<file path="src/pkg/adcc_cfg.svh">
// Register offsets, field positions, reset values and timing counts of the converter control
`ifndef ADCC_CFG_SVH
`define ADCC_CFG_SVH
`define ADCC_OFF_PORT_A      8'h05
`define ADCC_OFF_PORT_E      8'h09
`define ADCC_OFF_INTCTL      8'h0b
`define ADCC_OFF_PFLAG1      8'h0c
`define ADCC_OFF_RES_HI      8'h1e
`define ADCC_OFF_CTRL_MAIN   8'h1f
`define ADCC_OFF_DIR_A       8'h85
`define ADCC_OFF_DIR_E       8'h89
`define ADCC_OFF_PEN1        8'h8c
`define ADCC_OFF_RES_LO      8'h9e
`define ADCC_OFF_PORT_CFG    8'h9f
`define ADCC_OFF_SLEEP       8'hc0
`define ADCC_RST_CTRL_MAIN   8'h00
`define ADCC_RST_PORT_CFG    8'h00
`define ADCC_RST_DIR_A       8'h3f
`define ADCC_RST_DIR_E       8'h07
`define ADCC_RST_ZERO        8'h00
`define ADCC_CTRL_WMASK      8'hfd
`define ADCC_CFG_WMASK       8'h8f
`define ADCC_DIR_A_WMASK     8'h3f
`define ADCC_DIR_E_WMASK     8'h07
`define ADCC_BIT_POWER       0
`define ADCC_BIT_GO          2
`define ADCC_BIT_DONE_FLAG   6
`define ADCC_BIT_DONE_IE     6
`define ADCC_BIT_PERIPHERAL_IRQ_ENABLE        6
`define ADCC_BIT_GIE         7
`define ADCC_BIT_JUSTIFY     7
`define ADCC_CS_DIV2         2'h0
`define ADCC_CS_DIV8         2'h1
`define ADCC_CS_DIV32        2'h2
`define ADCC_CS_RC           2'h3
`define ADCC_DIV2_CNT        6'h01
`define ADCC_DIV8_CNT        6'h07
`define ADCC_DIV32_CNT       6'h1f
`define ADCC_CONV_BITS       4'hc
`define ADCC_WAIT_BITS       4'h2
`define ADCC_ICYC_TICKS      3'h4
`define ADCC_SAMPLE_MSB      4'h9
`endif

</file>
<file path="src/pkg/adcc_pkg.sv">
// Types of the converter control block
`default_nettype none
package adcc_pkg;
  typedef enum logic [2:0] {
    ADCC_IDLE,
    ADCC_ICYC,
    ADCC_FIRST,
    ADCC_CONV,
    ADCC_HOLDOFF
  } adcc_state_t;
endpackage
`default_nettype wire

</file>
<file path="src/adcc_top.sv">
// Converter control: clock select, go handshake, result pair, sleep and port gating
//
// Contract
// A conversion takes twelve bit periods from effective start to done.
// Clock select 00/01/10/11 gives 2, 8, 32 oscillator periods or RC clock.
// Software picks a setting giving at least 1.6 us bit period.
// Above 1 MHz software uses the RC clock only for sleep conversions.
// An analog pin set as output is still converted from its driven level.
// Channel select and direction bits never gate a conversion.
// Port reads return zero on every pin configured as analog.
// Clearing go mid-conversion aborts; result pair stays unchanged.
// After abort wait two bit periods, then acquisition resumes.
// First segment after go lasts one instruction cycle up to one bit period.
// Software never sets go in the write that powers the converter on.
// Result placed left or right justified, six unused bits zero.
// With converter off the result bytes are plain read-write storage.
// RC clock delays one instruction cycle after go before converting.
// RC conversion done in sleep clears go, loads result, wakes if enabled.
// Sleep with non-RC clock aborts and powers down; power bit stays set.
// For sleep conversions software selects RC and sleeps right after go.
// Reset restores registers, powers off, aborts, sets all pins analog; the reset pin map leaves port A bit 4 digital.
// Result pair is not touched by reset.
// Completion loads result, clears go, sets done flag, may request interrupt.
// After completion wait two bit periods before new acquisition.
// Go writes are ignored while the converter is powered off.
// Go and clock select sampled on device clock; RC ticks synchronised in.
`include "adcc_cfg.svh"
`default_nettype none
module adcc_top
(
  // Clock and reset
  input  wire logic        sys_clk_i,
  input  wire logic        reset_n_i,
  // Avalon-MM slave
  input  wire logic [7:0]  avs_address_i,
  input  wire logic        avs_read_i,
  input  wire logic        avs_write_i,
  input  wire logic [7:0]  avs_writedata_i,
  output logic      [7:0]  avs_readdata_o,
  output logic             avs_waitrequest_o,
  // Analog side
  input  wire logic        rc_clk_i,
  input  wire logic        sample_bit_i,
  input  wire logic [5:0]  port_a_pins_i,
  input  wire logic [2:0]  port_e_pins_i,
  output logic             sample_hold_o,
  output logic [2:0]       channel_o,
  output logic             analog_enable_o,
  // System
  input  wire logic        sleep_i,
  output logic             wake_o,
  output logic             irq_o
);

  // ****************************************************************
  // Register file
  // ****************************************************************
  logic [7:0]  ctrl_main;
  logic [7:0]  port_cfg;
  logic [7:0]  dir_a;
  logic [7:0]  dir_e;
  logic [7:0]  intctl;
  logic [7:0]  pflag1;
  logic [7:0]  pen1;
  logic [7:0]  res_hi;
  logic [7:0]  res_lo;
  logic        sleep_reg;
  logic        rd_pending;
  adcc_pkg::adcc_state_t state;
  adcc_pkg::adcc_state_t next_state;
  logic [5:0]  div_cnt;
  logic [3:0]  bit_cnt;
  logic [2:0]  icyc_cnt;
  logic [9:0]  shift;
  logic [2:0]  rc_sync;
  logic [5:0]  pa_s1;
  logic [5:0]  pa_s2;
  logic [2:0]  pe_s1;
  logic [2:0]  pe_s2;
  logic        smp_s1;
  logic        smp_s2;

  wire acc_wr = avs_write_i;
  wire sel_ctrl  = avs_address_i == `ADCC_OFF_CTRL_MAIN;
  wire sel_cfg   = avs_address_i == `ADCC_OFF_PORT_CFG;
  wire sel_res_h = avs_address_i == `ADCC_OFF_RES_HI;
  wire sel_res_l = avs_address_i == `ADCC_OFF_RES_LO;
  wire sel_pf1   = avs_address_i == `ADCC_OFF_PFLAG1;
  wire sel_pen1  = avs_address_i == `ADCC_OFF_PEN1;
  wire sel_int   = avs_address_i == `ADCC_OFF_INTCTL;
  wire sel_dir_a = avs_address_i == `ADCC_OFF_DIR_A;
  wire sel_dir_e = avs_address_i == `ADCC_OFF_DIR_E;
  wire sel_pa    = avs_address_i == `ADCC_OFF_PORT_A;
  wire sel_pe    = avs_address_i == `ADCC_OFF_PORT_E;
  wire sel_slp   = avs_address_i == `ADCC_OFF_SLEEP;

  wire [1:0] clk_sel   = ctrl_main[7:6];
  wire       power_on  = ctrl_main[`ADCC_BIT_POWER];
  wire       go_bit    = ctrl_main[`ADCC_BIT_GO];
  wire       is_rc     = clk_sel == `ADCC_CS_RC;
  wire       asleep    = sleep_i | sleep_reg;
  // Module is powered down in sleep with non-RC clock although the bit reads set
  wire       active    = power_on & ~(asleep & ~is_rc);
  wire       busy      = (state == adcc_pkg::ADCC_ICYC) | (state == adcc_pkg::ADCC_FIRST)
                       | (state == adcc_pkg::ADCC_CONV);

  // ****************************************************************
  // Bit period tick
  // ****************************************************************
  wire [5:0] div_top = (clk_sel == `ADCC_CS_DIV2) ? `ADCC_DIV2_CNT :
                       (clk_sel == `ADCC_CS_DIV8) ? `ADCC_DIV8_CNT : `ADCC_DIV32_CNT;
  wire rc_tick  = rc_sync[1] & ~rc_sync[2];
  wire osc_tick = div_cnt == div_top;
  wire tad_tick = is_rc ? rc_tick : osc_tick;

  always_ff @(posedge sys_clk_i)
  begin
    if (!reset_n_i)
      div_cnt <= 6'h00;
    else
      // Restart on every state change so each wait spans whole bit periods
      div_cnt <= (osc_tick | (next_state != state) | (state == adcc_pkg::ADCC_IDLE))
               ? 6'h00 : div_cnt + 6'h01;
  end

  // RC clock is asynchronous; only the second and third stages are looked at
  always_ff @(posedge sys_clk_i)
  begin
    rc_sync <= {rc_sync[1:0], rc_clk_i};
    pa_s1   <= port_a_pins_i;
    pa_s2   <= pa_s1;
    pe_s1   <= port_e_pins_i;
    pe_s2   <= pe_s1;
    smp_s1  <= sample_bit_i;
    smp_s2  <= smp_s1;
  end

  // ****************************************************************
  // Conversion sequencer
  // ****************************************************************
  wire go_set   = acc_wr & sel_ctrl & avs_writedata_i[`ADCC_BIT_GO] & power_on & active;
  wire go_clr   = acc_wr & sel_ctrl & ~avs_writedata_i[`ADCC_BIT_GO];
  // Go set during holdoff stays pending and starts the conversion once idle
  wire go_start = go_set | (go_bit & ~go_clr & active);
  wire abort    = busy & (go_clr | ~active);
  wire last_bit = (state == adcc_pkg::ADCC_CONV) & tad_tick
                & (bit_cnt == `ADCC_CONV_BITS - 4'h1);
  wire icyc_end = icyc_cnt == `ADCC_ICYC_TICKS - 3'h1;
  wire hold_end = (state == adcc_pkg::ADCC_HOLDOFF) & tad_tick
                & (bit_cnt == `ADCC_WAIT_BITS - 4'h1);

  always_comb
  begin
    next_state = state;
    case (state)
      adcc_pkg::ADCC_IDLE:    if (go_start) next_state = is_rc ? adcc_pkg::ADCC_ICYC
                                                           : adcc_pkg::ADCC_FIRST;
      adcc_pkg::ADCC_ICYC:    if (icyc_end) next_state = adcc_pkg::ADCC_FIRST;
      adcc_pkg::ADCC_FIRST:   if (tad_tick) next_state = adcc_pkg::ADCC_CONV;
      adcc_pkg::ADCC_CONV:    if (last_bit) next_state = adcc_pkg::ADCC_HOLDOFF;
      adcc_pkg::ADCC_HOLDOFF: if (hold_end) next_state = adcc_pkg::ADCC_IDLE;
      default:                next_state = adcc_pkg::ADCC_IDLE;
    endcase
    if (abort)
      next_state = adcc_pkg::ADCC_HOLDOFF;
  end

  always_ff @(posedge sys_clk_i)
  begin
    if (!reset_n_i)
    begin
      state    <= adcc_pkg::ADCC_IDLE;
      bit_cnt  <= 4'h0;
      icyc_cnt <= 3'h0;
      shift    <= 10'h000;
    end
    else
    begin
      state    <= next_state;
      icyc_cnt <= (state == adcc_pkg::ADCC_ICYC) ? icyc_cnt + 3'h1 : 3'h0;
      if (next_state != state)
        bit_cnt <= 4'h0;
      else if (tad_tick)
        bit_cnt <= bit_cnt + 4'h1;
      // Comparator bit is sampled whatever direction the pin has
      if (state == adcc_pkg::ADCC_CONV && tad_tick && bit_cnt <= `ADCC_SAMPLE_MSB)
        shift <= {shift[8:0], smp_s2};
    end
  end

  wire [15:0] result = port_cfg[`ADCC_BIT_JUSTIFY] ? {6'h00, shift}
                                                  : {shift, 6'h00};
  wire res_load = last_bit & ~abort;

  // ****************************************************************
  // Register writes
  // ****************************************************************
  wire [7:0] ctrl_wval = (avs_writedata_i & `ADCC_CTRL_WMASK)
                       & ~(8'h01 << `ADCC_BIT_GO);
  wire       go_keep   = go_set | (go_bit & ~go_clr & busy);
  wire       go_next   = ~(res_load | abort) & go_keep;

  always_ff @(posedge sys_clk_i)
  begin
    if (!reset_n_i)
    begin
      ctrl_main <= `ADCC_RST_CTRL_MAIN;
      port_cfg  <= `ADCC_RST_PORT_CFG;
      dir_a     <= `ADCC_RST_DIR_A;
      dir_e     <= `ADCC_RST_DIR_E;
      intctl    <= `ADCC_RST_ZERO;
      pflag1    <= `ADCC_RST_ZERO;
      pen1      <= `ADCC_RST_ZERO;
      sleep_reg <= 1'b0;
    end
    else
    begin
      if (acc_wr & sel_ctrl)
        ctrl_main <= ctrl_wval | {5'h00, go_next, 2'h0};
      else
        ctrl_main[`ADCC_BIT_GO] <= go_bit & ~res_load & ~abort;
      if (acc_wr & sel_cfg)
        port_cfg <= avs_writedata_i & `ADCC_CFG_WMASK;
      if (acc_wr & sel_dir_a)
        dir_a <= avs_writedata_i & `ADCC_DIR_A_WMASK;
      if (acc_wr & sel_dir_e)
        dir_e <= (dir_e & ~`ADCC_DIR_E_WMASK) | (avs_writedata_i & `ADCC_DIR_E_WMASK);
      if (acc_wr & sel_int)
        intctl <= avs_writedata_i;
      if (acc_wr & sel_pen1)
        pen1 <= avs_writedata_i;
      // Done set wins over a same-cycle software clear
      if (acc_wr & sel_pf1)
        pflag1 <= avs_writedata_i | {1'b0, res_load, 6'h00};
      else if (res_load)
        pflag1[`ADCC_BIT_DONE_FLAG] <= 1'b1;
      if (acc_wr & sel_slp)
        sleep_reg <= avs_writedata_i[0];
      else if (wake_o)
        sleep_reg <= 1'b0;
    end
  end

  // Result bytes have no reset; hardware load wins over software write
  always_ff @(posedge sys_clk_i)
  begin
    if (res_load)
    begin
      res_hi <= result[15:8];
      res_lo <= result[7:0];
    end
    else
    begin
      if (acc_wr & sel_res_h)
        res_hi <= avs_writedata_i;
      if (acc_wr & sel_res_l)
        res_lo <= avs_writedata_i;
    end
  end

  // ****************************************************************
  // Port gating and read path
  // ****************************************************************
  // Reduced pin map: config 0 makes all but port A bit 4 analog, 6 or 7 makes all digital
  wire all_dig = port_cfg[3:1] == 3'h3;
  wire [5:0] pa_analog = all_dig ? 6'h00 : (port_cfg[3:0] == 4'h0 ? 6'h2f : 6'h0f);
  wire [2:0] pe_analog = (port_cfg[3:0] == 4'h0) ? 3'h7 : 3'h0;
  wire [7:0] pa_read = {2'h0, pa_s2 & ~pa_analog};
  wire [7:0] pe_read = {5'h00, pe_s2 & ~pe_analog};

  wire [7:0] rd_mux =
      sel_ctrl  ? ctrl_main : sel_cfg ? port_cfg : sel_res_h ? res_hi :
      sel_res_l ? res_lo : sel_pf1 ? pflag1 : sel_pen1 ? pen1 :
      sel_int   ? intctl : sel_dir_a ? dir_a : sel_dir_e ? dir_e :
      sel_pa    ? pa_read : sel_pe ? pe_read : sel_slp ? {7'h00, sleep_reg} : 8'h00;

  // Reads take one wait cycle so read data always comes from a flop
  always_ff @(posedge sys_clk_i)
  begin
    if (!reset_n_i)
    begin
      rd_pending     <= 1'b0;
      avs_readdata_o <= 8'h00;
    end
    else
    begin
      rd_pending <= avs_read_i & ~rd_pending;
      if (avs_read_i & ~rd_pending)
        avs_readdata_o <= rd_mux;
    end
  end

  assign avs_waitrequest_o = avs_read_i & ~rd_pending;

  // ****************************************************************
  // Outputs
  // ****************************************************************
  wire done_irq = pflag1[`ADCC_BIT_DONE_FLAG] & pen1[`ADCC_BIT_DONE_IE];
  assign irq_o           = done_irq & intctl[`ADCC_BIT_PERIPHERAL_IRQ_ENABLE] & intctl[`ADCC_BIT_GIE];
  assign wake_o          = asleep & done_irq;
  assign sample_hold_o   = (state == adcc_pkg::ADCC_IDLE) & active;
  assign channel_o       = ctrl_main[5:3];
  assign analog_enable_o = active;
endmodule
`default_nettype wire
</file>
<file path="config.mk">
export PLATFORM = sky130hd
export DESIGN_NAME = adcc_top
export DESIGN_NICKNAME = d
export VERILOG_FILES = /design/src/pkg/adcc_pkg.sv /design/src/adcc_top.sv
export VERILOG_INCLUDE_DIRS = /design/src /design/src/pkg
export SDC_FILE = /design/constraint.sdc
export NUM_CORES = 1
export LEC_CHECK = 0
export BUFFER_PORTS_ARGS = -buffer_cell sky130_fd_sc_hd__clkbuf_2
export CAP_MARGIN = 20
export CORE_MARGIN = 8
export CORE_UTILIZATION = 40
export DETAILED_ROUTE_END_ITERATION = 8
export MAX_ROUTING_LAYER = met4
export PLACE_DENSITY = 0.6
export SLEW_MARGIN = 20
export SYNTH_ARGS = -nofsm -noshare
export SYNTH_HDL_FRONTEND = slang
export SYNTH_SLANG_ARGS = --single-unit
</file>
<file path="constraint.sdc">
create_clock -name sys_clk_i -period 6.62 [get_ports sys_clk_i]
set_input_delay 1.324 -clock sys_clk_i [delete_from_list [all_inputs] [get_ports sys_clk_i]]
set_output_delay 1.324 -clock sys_clk_i [all_outputs]
set_load 0.005 [all_outputs]
</file>
=== Yosys cells after proc, flatten, opt, wreduce, memory -nomap -nowiden ===
Cells that the tools add are included.

* Register bits after elaboration: 126
* Latch bits: 0
* Memory bits (writable): 0
* Memory bits (read-only): 0
* Bits of input ports: 32
* Output and inout bits: 16
* Word-level logic and storage cells: 164
* Memories kept: 0

* Add/sub/neg operators: 3
* Multiply operators: 0
* Div/mod/pow operators: 0
* Order comparisons: 1
* Eq/ne operators: 24
* Shift operators: 0
* Muxes and demuxes: 36
* Bitwise operators: 62
* Reduce and logical (&&, ||, !) cells: 12

{| class="wikitable"
|+ Operators by type and width
! operator !! number
|-
| $mux W8 || 13
|-
| $eq A8 B8 Y1 const B || 6
|-
| $and A1 B1 Y1 || 35
|-
| $eq A8 B4 Y1 const B || 3
|-
| $mux W3 || 8
|-
| $mux W6 || 3
|-
| $eq A8 B5 Y1 const B || 2
|-
| $mux W16 || 1
|-
| $or A8 B3 Y8 || 2
|-
| $pmux W3 S5 || 1
|-
| $eq A3 B2 Y1 const B || 4
|-
| $not A1 Y1 || 11
|-
| $mux W5 || 2
|-
| $or A1 B1 Y1 || 9
|-
| $eq A8 B3 Y1 const B || 1
|-
| $or A8 B7 Y8 || 1
|-
| $reduce_bool A2 Y1 || 4
|-
| $mux W1 || 7
|-
| $add A6 B1 Y6 const B || 1
|-
| $and A6 B6 Y6 || 1
|-
| $eq A6 B5 Y1 || 1
|-
| $not A6 Y6 || 1
|-
| $add A4 B1 Y4 const B || 1
|-
| $eq A4 B1 Y1 const B || 1
|-
| 17 further kinds || 19
|}

=== Depth between registers and ports, before layout ===
Gate-level depths: netlist of the first run.

* Depth in word-level cells: 15
* Depth in mapped cells: 9
* Depth with buffers taken out: 7

=== Least setup slack after synthesis of the first run ===
Ideal clock, no wire load.

* Path type: input to register
* Start point: input port avs_address_i[1]
* End point: register div_cnt[0]
* Library setup time: 0.105 ns
* Arrival time: 3.257 ns
* Required time: 6.515 ns
* Slack: 3.258 ns
* Cell stages on the path: 9
* Buffers on the path: 3
* Cells stage by stage: buf_6 -> and4b_1 -> buf_4 -> nand4_4 -> mux2_4 -> nor3b_4 -> or4_4 -> buf_6 -> a2111oi_2

* Cells in the longest elaborated chain, start to end: 14
* Elaborated cells between the ends (all ways): 19
* Classes of those cells: eq/ne: 2; mux: 3; bitwise: 13; reduce/logical: 1

{| class="wikitable"
|+ Ends and longest elaborated chain
! what !! line !! text
|-
| start: declaration || adcc_top.sv:35 || <nowiki>input wire logic [7:0] avs_address_i,</nowiki>
|-
| $eq A8 B5 Y1 (no source line) * || n/a ||
|-
| $and A1 B1 Y1 * || adcc_top.sv:141, adcc_top.sv:142 ||
|-
| $and A1 B1 Y1 || adcc_top.sv:142 || <nowiki>wire go_clr = acc_wr & sel_ctrl & ~avs_writedata_i[`ADCC_BIT_GO];</nowiki>
|-
| $not A1 Y1 || adcc_top.sv:144 || <nowiki>wire go_start = go_set | (go_bit & ~go_clr & active);</nowiki>
|-
| $and A1 B1 Y1 (2 in a row) || adcc_top.sv:144 ||
|-
| $or A1 B1 Y1 || adcc_top.sv:144 ||
|-
| $mux W3 || adcc_top.sv:156 || <nowiki>adcc_pkg::ADCC_IDLE: if (go_start) next_state = is_rc ? adcc_pkg::ADCC_ICYC</nowiki>
|-
| $pmux W3 S5 || adcc_top.sv:155 || <nowiki>case (state)</nowiki>
|-
| $mux W3 * || adcc_top.sv:164 || <nowiki>if (abort)</nowiki>
|-
| $ne A3 B3 Y1 * || adcc_top.sv:122 || <nowiki>div_cnt <= (osc_tick | (next_state != state) | (state == adcc_pkg::ADCC_IDLE))</nowiki>
|-
| $or A1 B1 Y1 * (2 in a row) || adcc_top.sv:122 ||
|-
| $reduce_or A2 Y1 (no source line) * || n/a ||
|-
| end signal: assignment || adcc_top.sv:122 ||
|-
| end: declaration || adcc_top.sv:71 || <nowiki>logic [5:0] div_cnt;</nowiki>
|}

Every way passes the cells marked *; elsewhere a longest branch is shown, timed or not.
A chain may end at the register's enable or synchronous reset.

=== Final worst setup path of the first run ===
* Start point: input port avs_write_i
* End point: register div_cnt[0]

* Cells in the longest elaborated chain, start to end: 13
* Elaborated cells between the ends (all ways): 18
* Classes of those cells: eq/ne: 1; mux: 3; bitwise: 13; reduce/logical: 1

{| class="wikitable"
|+ Ends and longest elaborated chain
! what !! line !! text
|-
| start: declaration || adcc_top.sv:37 || <nowiki>input wire logic avs_write_i,</nowiki>
|-
| $and A1 B1 Y1 * || adcc_top.sv:141, adcc_top.sv:142 ||
|-
| $and A1 B1 Y1 || adcc_top.sv:142 ||
|-
| $not A1 Y1 || adcc_top.sv:144 ||
|-
| $and A1 B1 Y1 (2 in a row) || adcc_top.sv:144 ||
|-
| $or A1 B1 Y1 || adcc_top.sv:144 ||
|-
| $mux W3 || adcc_top.sv:156 ||
|-
| $pmux W3 S5 || adcc_top.sv:155 ||
|-
| $mux W3 * || adcc_top.sv:164 ||
|-
| $ne A3 B3 Y1 * || adcc_top.sv:122 ||
|-
| $or A1 B1 Y1 * (2 in a row) || adcc_top.sv:122 ||
|-
| $reduce_or A2 Y1 (no source line) * || n/a ||
|}

Marked as above.

==> results of run 1 <==
## worst max-delay path: stages
cell	delay, ns
clkbuf_2	0.65
nor2b_1	0.29
nand4_4	0.20
o21ai_1	0.27
a211oi_1	0.13
or4_4	0.67
a2111oi_2	0.40
## through the flow
stage,worst slack (ns),power [W]
6_report,2.981,0.001751
5_1_grt,2.784,0.001813
4_1_cts,3.020,0.001769
3_5_place_dp,2.590,0.0008353
3_3_place_gp,2.663,0.0008342
2_1_floorplan,3.258,0.0008037
## cells in the mapped netlist (6+ instances only)
master and number:
a31oi_1 9, nand2_1 92, a21oi_1 50, nand3_1 43, buf_2 7, mux2i_1 23
nand2b_1 7, dfxtp_1 104, o21ai_0 28, a221oi_1 9, inv_1 9, edfxtp_1 16
nor3_1 9, a22o_1 11, nor2_1 44, clkbuf_1 26, ha_1 6, a211oi_1 14
## routing by layer
| layer | global-route usage (%) | wire (microns) | vias up |
|---|---|---|---|
| met5 | - | 0 | - |
| met4 | 7.256 | 250 | 0 |
| met3 | 5.602 | 1166 | 25 |
| met2 | 26.12 | 6697 | 179 |
| met1 | 22.83 | 7065 | 2236 |
| li1 | - | - | 2261 |
## power by group through the flow
stage          sequential, W  combinational (W)  clock (W)
2_1_floorplan       0.000767          0.0000364          0
3_3_place_gp        0.000769          0.0000650          0
3_5_place_dp        0.000769          0.0000664          0
4_1_cts             0.000754          0.0000666   0.000948
5_1_grt             0.000755          0.0000730   0.000985
6_report            0.000754          0.0000672   0.000930
## logic make-up after synthesis
logic type      Yosys count  synth area share [%]
buf+inv                  51                 4.270
fa+ha+maj                 7                 1.593
flops                   120                 47.28
simple gates            241                 22.48
compound gates          152                 18.67
xor+xnor                  6                0.9697
mux                      25                 4.732
## cell type report
type,count,share of cell area [%]
Clock inverter,8,1.425
Tap cell,176,3.482
Timing Repair Buffer,51,4.195
Multi-Input combinational cell,431,41.53
Sequential cell,120,40.52
Inverter,10,0.5936
Clock buffer,24,8.251
## worst max path at each step
| stage | endpoint | slack [ns] | startpoint | depth (start not counted) |
|---|---|---|---|---|
| floorplan | div_cnt[0] | 3.26 | avs_address_i[1] | 9 |
| global placement | div_cnt[5] | 2.66 | avs_write_i | 7 |
| detailed placement | div_cnt[0] | 2.59 | avs_write_i | 7 |
| CTS | div_cnt[0] | 3.02 | avs_write_i | 7 |
| global route | div_cnt[0] | 2.78 | avs_write_i | 7 |
| finish | div_cnt[0] | 2.98 | avs_write_i | 7 |
==> metrics.md, run 1 <==
| Metric | Value |
|---|---|
| Outcome | `finished, final reports clean` |
| Slew Viols, Final | `0` |
| CTS tree | `yes` |
| Area added between synthesis and finish | `16.67%` |
| Hold Path Class | `register to register` |
| Logic pwr share | `3.8%` |
| Syn Nets | `640` |
| Largest register FFs | `10` |
| Initial Util | `between 40% and 50%` |
| Pleak | `between 2 and 2.5 nW` |
| Startpoint types | `primary input` |
| P per Cell Area | `276.9 mW/mm^2` |
| Total Routed Length | `approximately 15000 microns` |
| Placed insts | `788` |
| Post-layout util | `47.75%` |
| Seq cells post-synth | `120` |
| Peak Freq | `roughly 0.27 GHz` |
| H-tree depth | `4` |
| Flop2flop setup slack | `roughly 3.5 ns` |
| Period utilization | `a little over half` |
| Ys async rst share | `0%` |
| Antenna violations before repair | `0` |
| Placed Area | `approximately 0.0057 sq mm` |
| RSZ-0062 raised after global routing | `no` |
| Area occupied by multi-input gates | `roughly 0.0026 sq mm` |
| Postcts setup bufs | `0` |
| Total GRT Usage | `~18%` |
| DR WL/cell | `~19 microns` |
| Cts hold-fix bufs | `0` |
| Final GP Congestion | `around 0.91` |
| End of the worst hold path | `pa_s2[4]` |
| CTS resizes | `0` |
| Core area | `between 0.01 and 0.015 sq mm` |
| Main synth FF type | `dfxtp_1` |
| First-pass GRT wire length | `between 20000 and 25000 microns` |
| Share of cells above drive strength 1 | `between 10% and 20%` |
| Most common cell after layout, fill and taps aside | `dfxtp_1` |
| TritonCTS buffer count | `17` |
| Worst clock skew | `about 0.016 ns` |
| Top reg by flops | `shift` |
| I/O pin cnt | `48` |
| Top cell type's share of synthesized area | `about two fifths` |
| Vias/cell | `between 5 and 6` |
| Average size of a mapped cell | `about 9.0 sq um` |
| Final net count | `669` |
| Worst Path Max Fanout | `slightly above 40` |
| Post-synth EDFFs | `16` |
| Post-DRT Antenna Nets | `0` |
| Clk root buf | `clkbuf_16` |
| Die height | `132.4 microns` |
| IO Port Bufs | `47` |
| Internal power | `0.001388 W` |
| Sequential area share after synthesis | `a little under half` |
| Vias in the first global route | `around 4500` |
| Vias | `between 4000 and 5000` |
| Sw frac | `approximately 21%` |
| Synth top area cells | `dfxtp_1 38%, edfxtp_1 8.9%, nand2_1 6.4%` |
| Insertion delay to the later sink of the worst-skew pair | `~0.43 ns` |
| Post-route setup TNS | `0 ns` |
| Mapped Cells | `602` |
| CP arrival | `approximately 4.0 ns` |
| First-pass detailed-route iteration total | `5` |
| Final setup fails | `0` |
| Worst Hold Path Cells | `0` |
| Crit path time final | `roughly 3.6 ns` |
| Full die area | `between 0.015 and 0.02 sq mm` |
| Peak supply drop | `between 0.00015 and 0.0002 V` |
| CP Capture Type | `register` |
| Largest net degree at the start of global routing | `42` |
| HPWL after DPL | `10540 microns` |
| Post-Syn Area | `around 0.0054 sq mm` |
| Reg2Reg Capture Point | `div_cnt[0]` |
| MaxCap Viol Count | `0` |
| Final Hold Vio Count | `0` |
| Global route overflow | `0` |
| Most frequent cells in the layout | `104 x dfxtp_1, 92 x nand2_1, 50 x a21oi_1` |
| Worst R2R Path Depth | `6` |
| Sequential fraction of design power | `a little over two fifths` |
| Layout Cells excl Fill | `820` |
| Setup CP Type | `primary input to register` |
| Register area | `about 0.0026 sq mm` |
| DRC Markers | `0` |
| Hold Crit Start | `pa_s1[4]` |
| Worst slew pin tran | `around 0.96 ns` |
| Worst-path clk slew | `approximately 0.050 ns` |
| Die width | `132.4 microns` |
| Standard-cell rows | `42` |
| Clk buf depth | `2` |
| Worst hold slack | `roughly 0.32 ns` |
| Count of cell types in the netlist | `75` |
| Finished Cell Area | `around 0.0063 sq mm` |
| Required @ worst endpoint | `a little under 7 ns` |
| Antenna Cells | `0` |
| Sw Pwr | `0.0003626 W` |
| Power share of the clock group | `53.1%` |
| CTS sink cnt | `120` |
| Initial DRC Count | `roughly 450` |
| R2R Path Start | `div_cnt[2]` |
| Number of fill cells in the layout | `1294` |
| Top cell type by total area after synthesis | `dfxtp_1` |
| Synth Warn # | `0` |
| Slew HR | `between 30% and 40%` |
(Power assumes the default switching activity.)
==> inputs of run 2 (changes only) <==
--- a/config.mk
+++ b/config.mk
@@ -12,7 +12,7 @@
 export CORE_UTILIZATION = 40
 export DETAILED_ROUTE_END_ITERATION = 8
 export MAX_ROUTING_LAYER = met4
-export PLACE_DENSITY = 0.6
+export PLACE_DENSITY = 0.62
 export SLEW_MARGIN = 20
 export SYNTH_ARGS = -nofsm -noshare
 export SYNTH_HDL_FRONTEND = slang
==> constraint.sdc (replaced) <==
create_clock -name sys_clk_i -period 2.95 [get_ports sys_clk_i]
set_input_delay 0.59 -clock sys_clk_i [delete_from_list [all_inputs] [get_ports sys_clk_i]]
set_output_delay 0.59 -clock sys_clk_i [all_outputs]
set_load 0.005 [all_outputs]
==> run 2 against run 1 <==
Compared with the run above:
- cell count grew 2.2%
- non-clock buffer count grew 18
- first-iteration DRC count grew 47%
- utilization grew 0.77 points
- register-to-register slack lost 3.2 ns
- flip-flop and latch count is the same
- sequential power grew 120%
- global-route usage grew 0.42 points
- clock skew shrank 0.0036 ns
- clock power grew 110%
- setup slack lost 2.7 ns
- combinational power grew 140%
- critical path type is now register to register
==> metrics.md, run 2 (same netlist as run 1, synthesis figures left out) <==
| Metric | Value |
|---|---|
| Power, Total | `around 0.0038 W` |
| Core area | `roughly 0.013 sq mm` |
| I/O pin cnt | `48` |
| First-pass GRT wire length | `around 25000 microns` |
| Antenna Cells | `0` |
| Initial Util | `~41%` |
| Peak supply drop | `0.0003939 V` |
| Die height | `between 100 and 150 microns` |
| CP Capture Type | `register` |
| Vias | `about 4800` |
| Hold Path Class | `primary input to register` |
| Flop2flop setup slack | `0.32 ns` |
| DRC Markers | `0` |
| Top reg by flops | `shift` |
| CTS tree | `yes` |
| H-tree depth | `4` |
| Cts hold-fix bufs | `0` |
| First-pass detailed-route iteration total | `6` |
| Full die area | `between 0.015 and 0.02 sq mm` |
| Reg2Reg Capture Point | `div_cnt[0]` |
| Post-layout util | `just under 50%` |
| CTS resizes | `0` |
| Share of cells above drive strength 1 | `17.67%` |
| Worst-path clk slew | `roughly 0.050 ns` |
| Pleak | `roughly 2.5 nW` |
| Standard-cell rows | `42` |
| Most frequent cells in the layout | `104 x dfxtp_1, 92 x nand2_1, 50 x a21oi_1` |
| Number of fill cells in the layout | `between 1000 and 1500` |
| Peak Freq | `between 0.3 and 0.4 GHz` |
| Initial DRC Count | `659` |
| Total GRT Usage | `18.44%` |
| Worst clock skew | `0.01223 ns` |
| Most common cell after layout, fill and taps aside | `dfxtp_1` |
| Outcome | `finished, final reports clean` |
| Area added between synthesis and finish | `18.56%` |
| Startpoint types | `register` |
| End of the worst hold path | `pe_s1[1]` |
| CP arrival | `2.94 ns` |
| Total Routed Length | `about 16000 microns` |
| Post-DRT Antenna Nets | `0` |
| Clk root buf | `clkbuf_16` |
| DR WL/cell | `18.59 microns` |
| Final setup fails | `0` |
| MaxCap Viol Count | `0` |
| Antenna violations before repair | `0` |
| Largest register FFs | `10` |
| Crit path time final | `2.626 ns` |
| Slew Viols, Final | `0` |
| CTS sink cnt | `120` |
| Worst Hold Path Cells | `1` |
| IO Port Bufs | `47` |
| R2R Path Start | `div_cnt[2]` |
| Post-route setup TNS | `0 ns` |
| Setup CP Type | `register to register` |
| Final Hold Vio Count | `0` |
| P per Cell Area | `~590 mW/mm^2` |
| Final net count | `687` |
| Global route overflow | `0` |
| Worst slew pin tran | `a little over 0.6 ns` |
| Worst hold slack | `0.2681 ns` |
| HPWL after DPL | `approximately 11000 microns` |
| RSZ-0062 raised after global routing | `no` |
| Postcts setup bufs | `0` |
| Vias/cell | `slightly below 6` |
| Required @ worst endpoint | `3.27 ns` |
| Final GP Congestion | `around 0.90` |
| Vias in the first global route | `approximately 4800` |
| TritonCTS buffer count | `17` |
| Insertion delay to the later sink of the worst-skew pair | `roughly 0.42 ns` |
| Hold Crit Start | `port_e_pins_i[1]` |
| Die width | `between 100 and 150 microns` |
| Worst R2R Path Depth | `6` |
| Clk buf depth | `2` |
| Slew HR | `between 50 and 60%` |
| Largest net degree at the start of global routing | `49` |
| Worst Path Max Fanout | `10` |
| Period utilization | `89.00%` |
-- run 2: worst max-delay path, cell delays in order, from the launching register on --
cell	delay (ns)
dfxtp_1	0.48
nand2_1	0.10
maj3_2	0.32
o31ai_2	0.43
a211oi_1	0.19
or4_4	0.64
a2111oi_2	0.37
-- run 2: report_power, final --
part	total, W	internal (W)	switching [W]
clock	0.00193	0.00123	0.000710
sequential	0.00169	0.00168	0.0000109
combinational	0.000159	0.0000527	0.000107
-- run 2: how the worst max path moves through the flow --
| stage | end | startpoint |
|---|---|---|
| 2_1_floorplan | div_cnt[0] | avs_address_i[1] |
| 3_3_place_gp | div_cnt[0] | avs_address_i[6] |
| 3_5_place_dp | div_cnt[5] | avs_address_i[5] |
| 4_1_cts | div_cnt[5] | div_cnt[2] |
| 5_1_grt | div_cnt[5] | div_cnt[2] |
| 6_report | div_cnt[0] | div_cnt[2] |
-- run 2: final cells by class --
cell class / instances / area, sq um / share of cell area, %
Multi-Input combinational cell: 431 / 2626 / 40.87
Sequential cell: 120 / 2562 / 39.88
Clock buffer: 25 / 526.8 / 8.197
Timing Repair Buffer: 69 / 412.9 / 6.425
Tap cell: 176 / 220.2 / 3.427
Clock inverter: 7 / 40.04 / 0.6231
Inverter: 10 / 37.54 / 0.5841
-- run 2: per-stage QoR --
stage	instance area [sq um]	instances	setup slack (ns)
2_1_floorplan	5420	602	0.3220
4_1_cts	6426	838	0.3610
3_3_place_gp	5859	806	0.2387
6_report	6426	838	0.3244
3_5_place_dp	5859	806	0.1590
5_1_grt	6426	838	0.2172
-- run 2: layer usage --
layer  GRT usage [%]  up-vias  wire length (microns)  share of wire [%]
met4           8.517        0                    392                2.5
met5               -        -                      0                  0
li1                -     2285                      -                  -
met3           5.107       36                   1014                6.5
met1           23.05     2312                   7069                 45
met2           27.08      209                   7103                 46
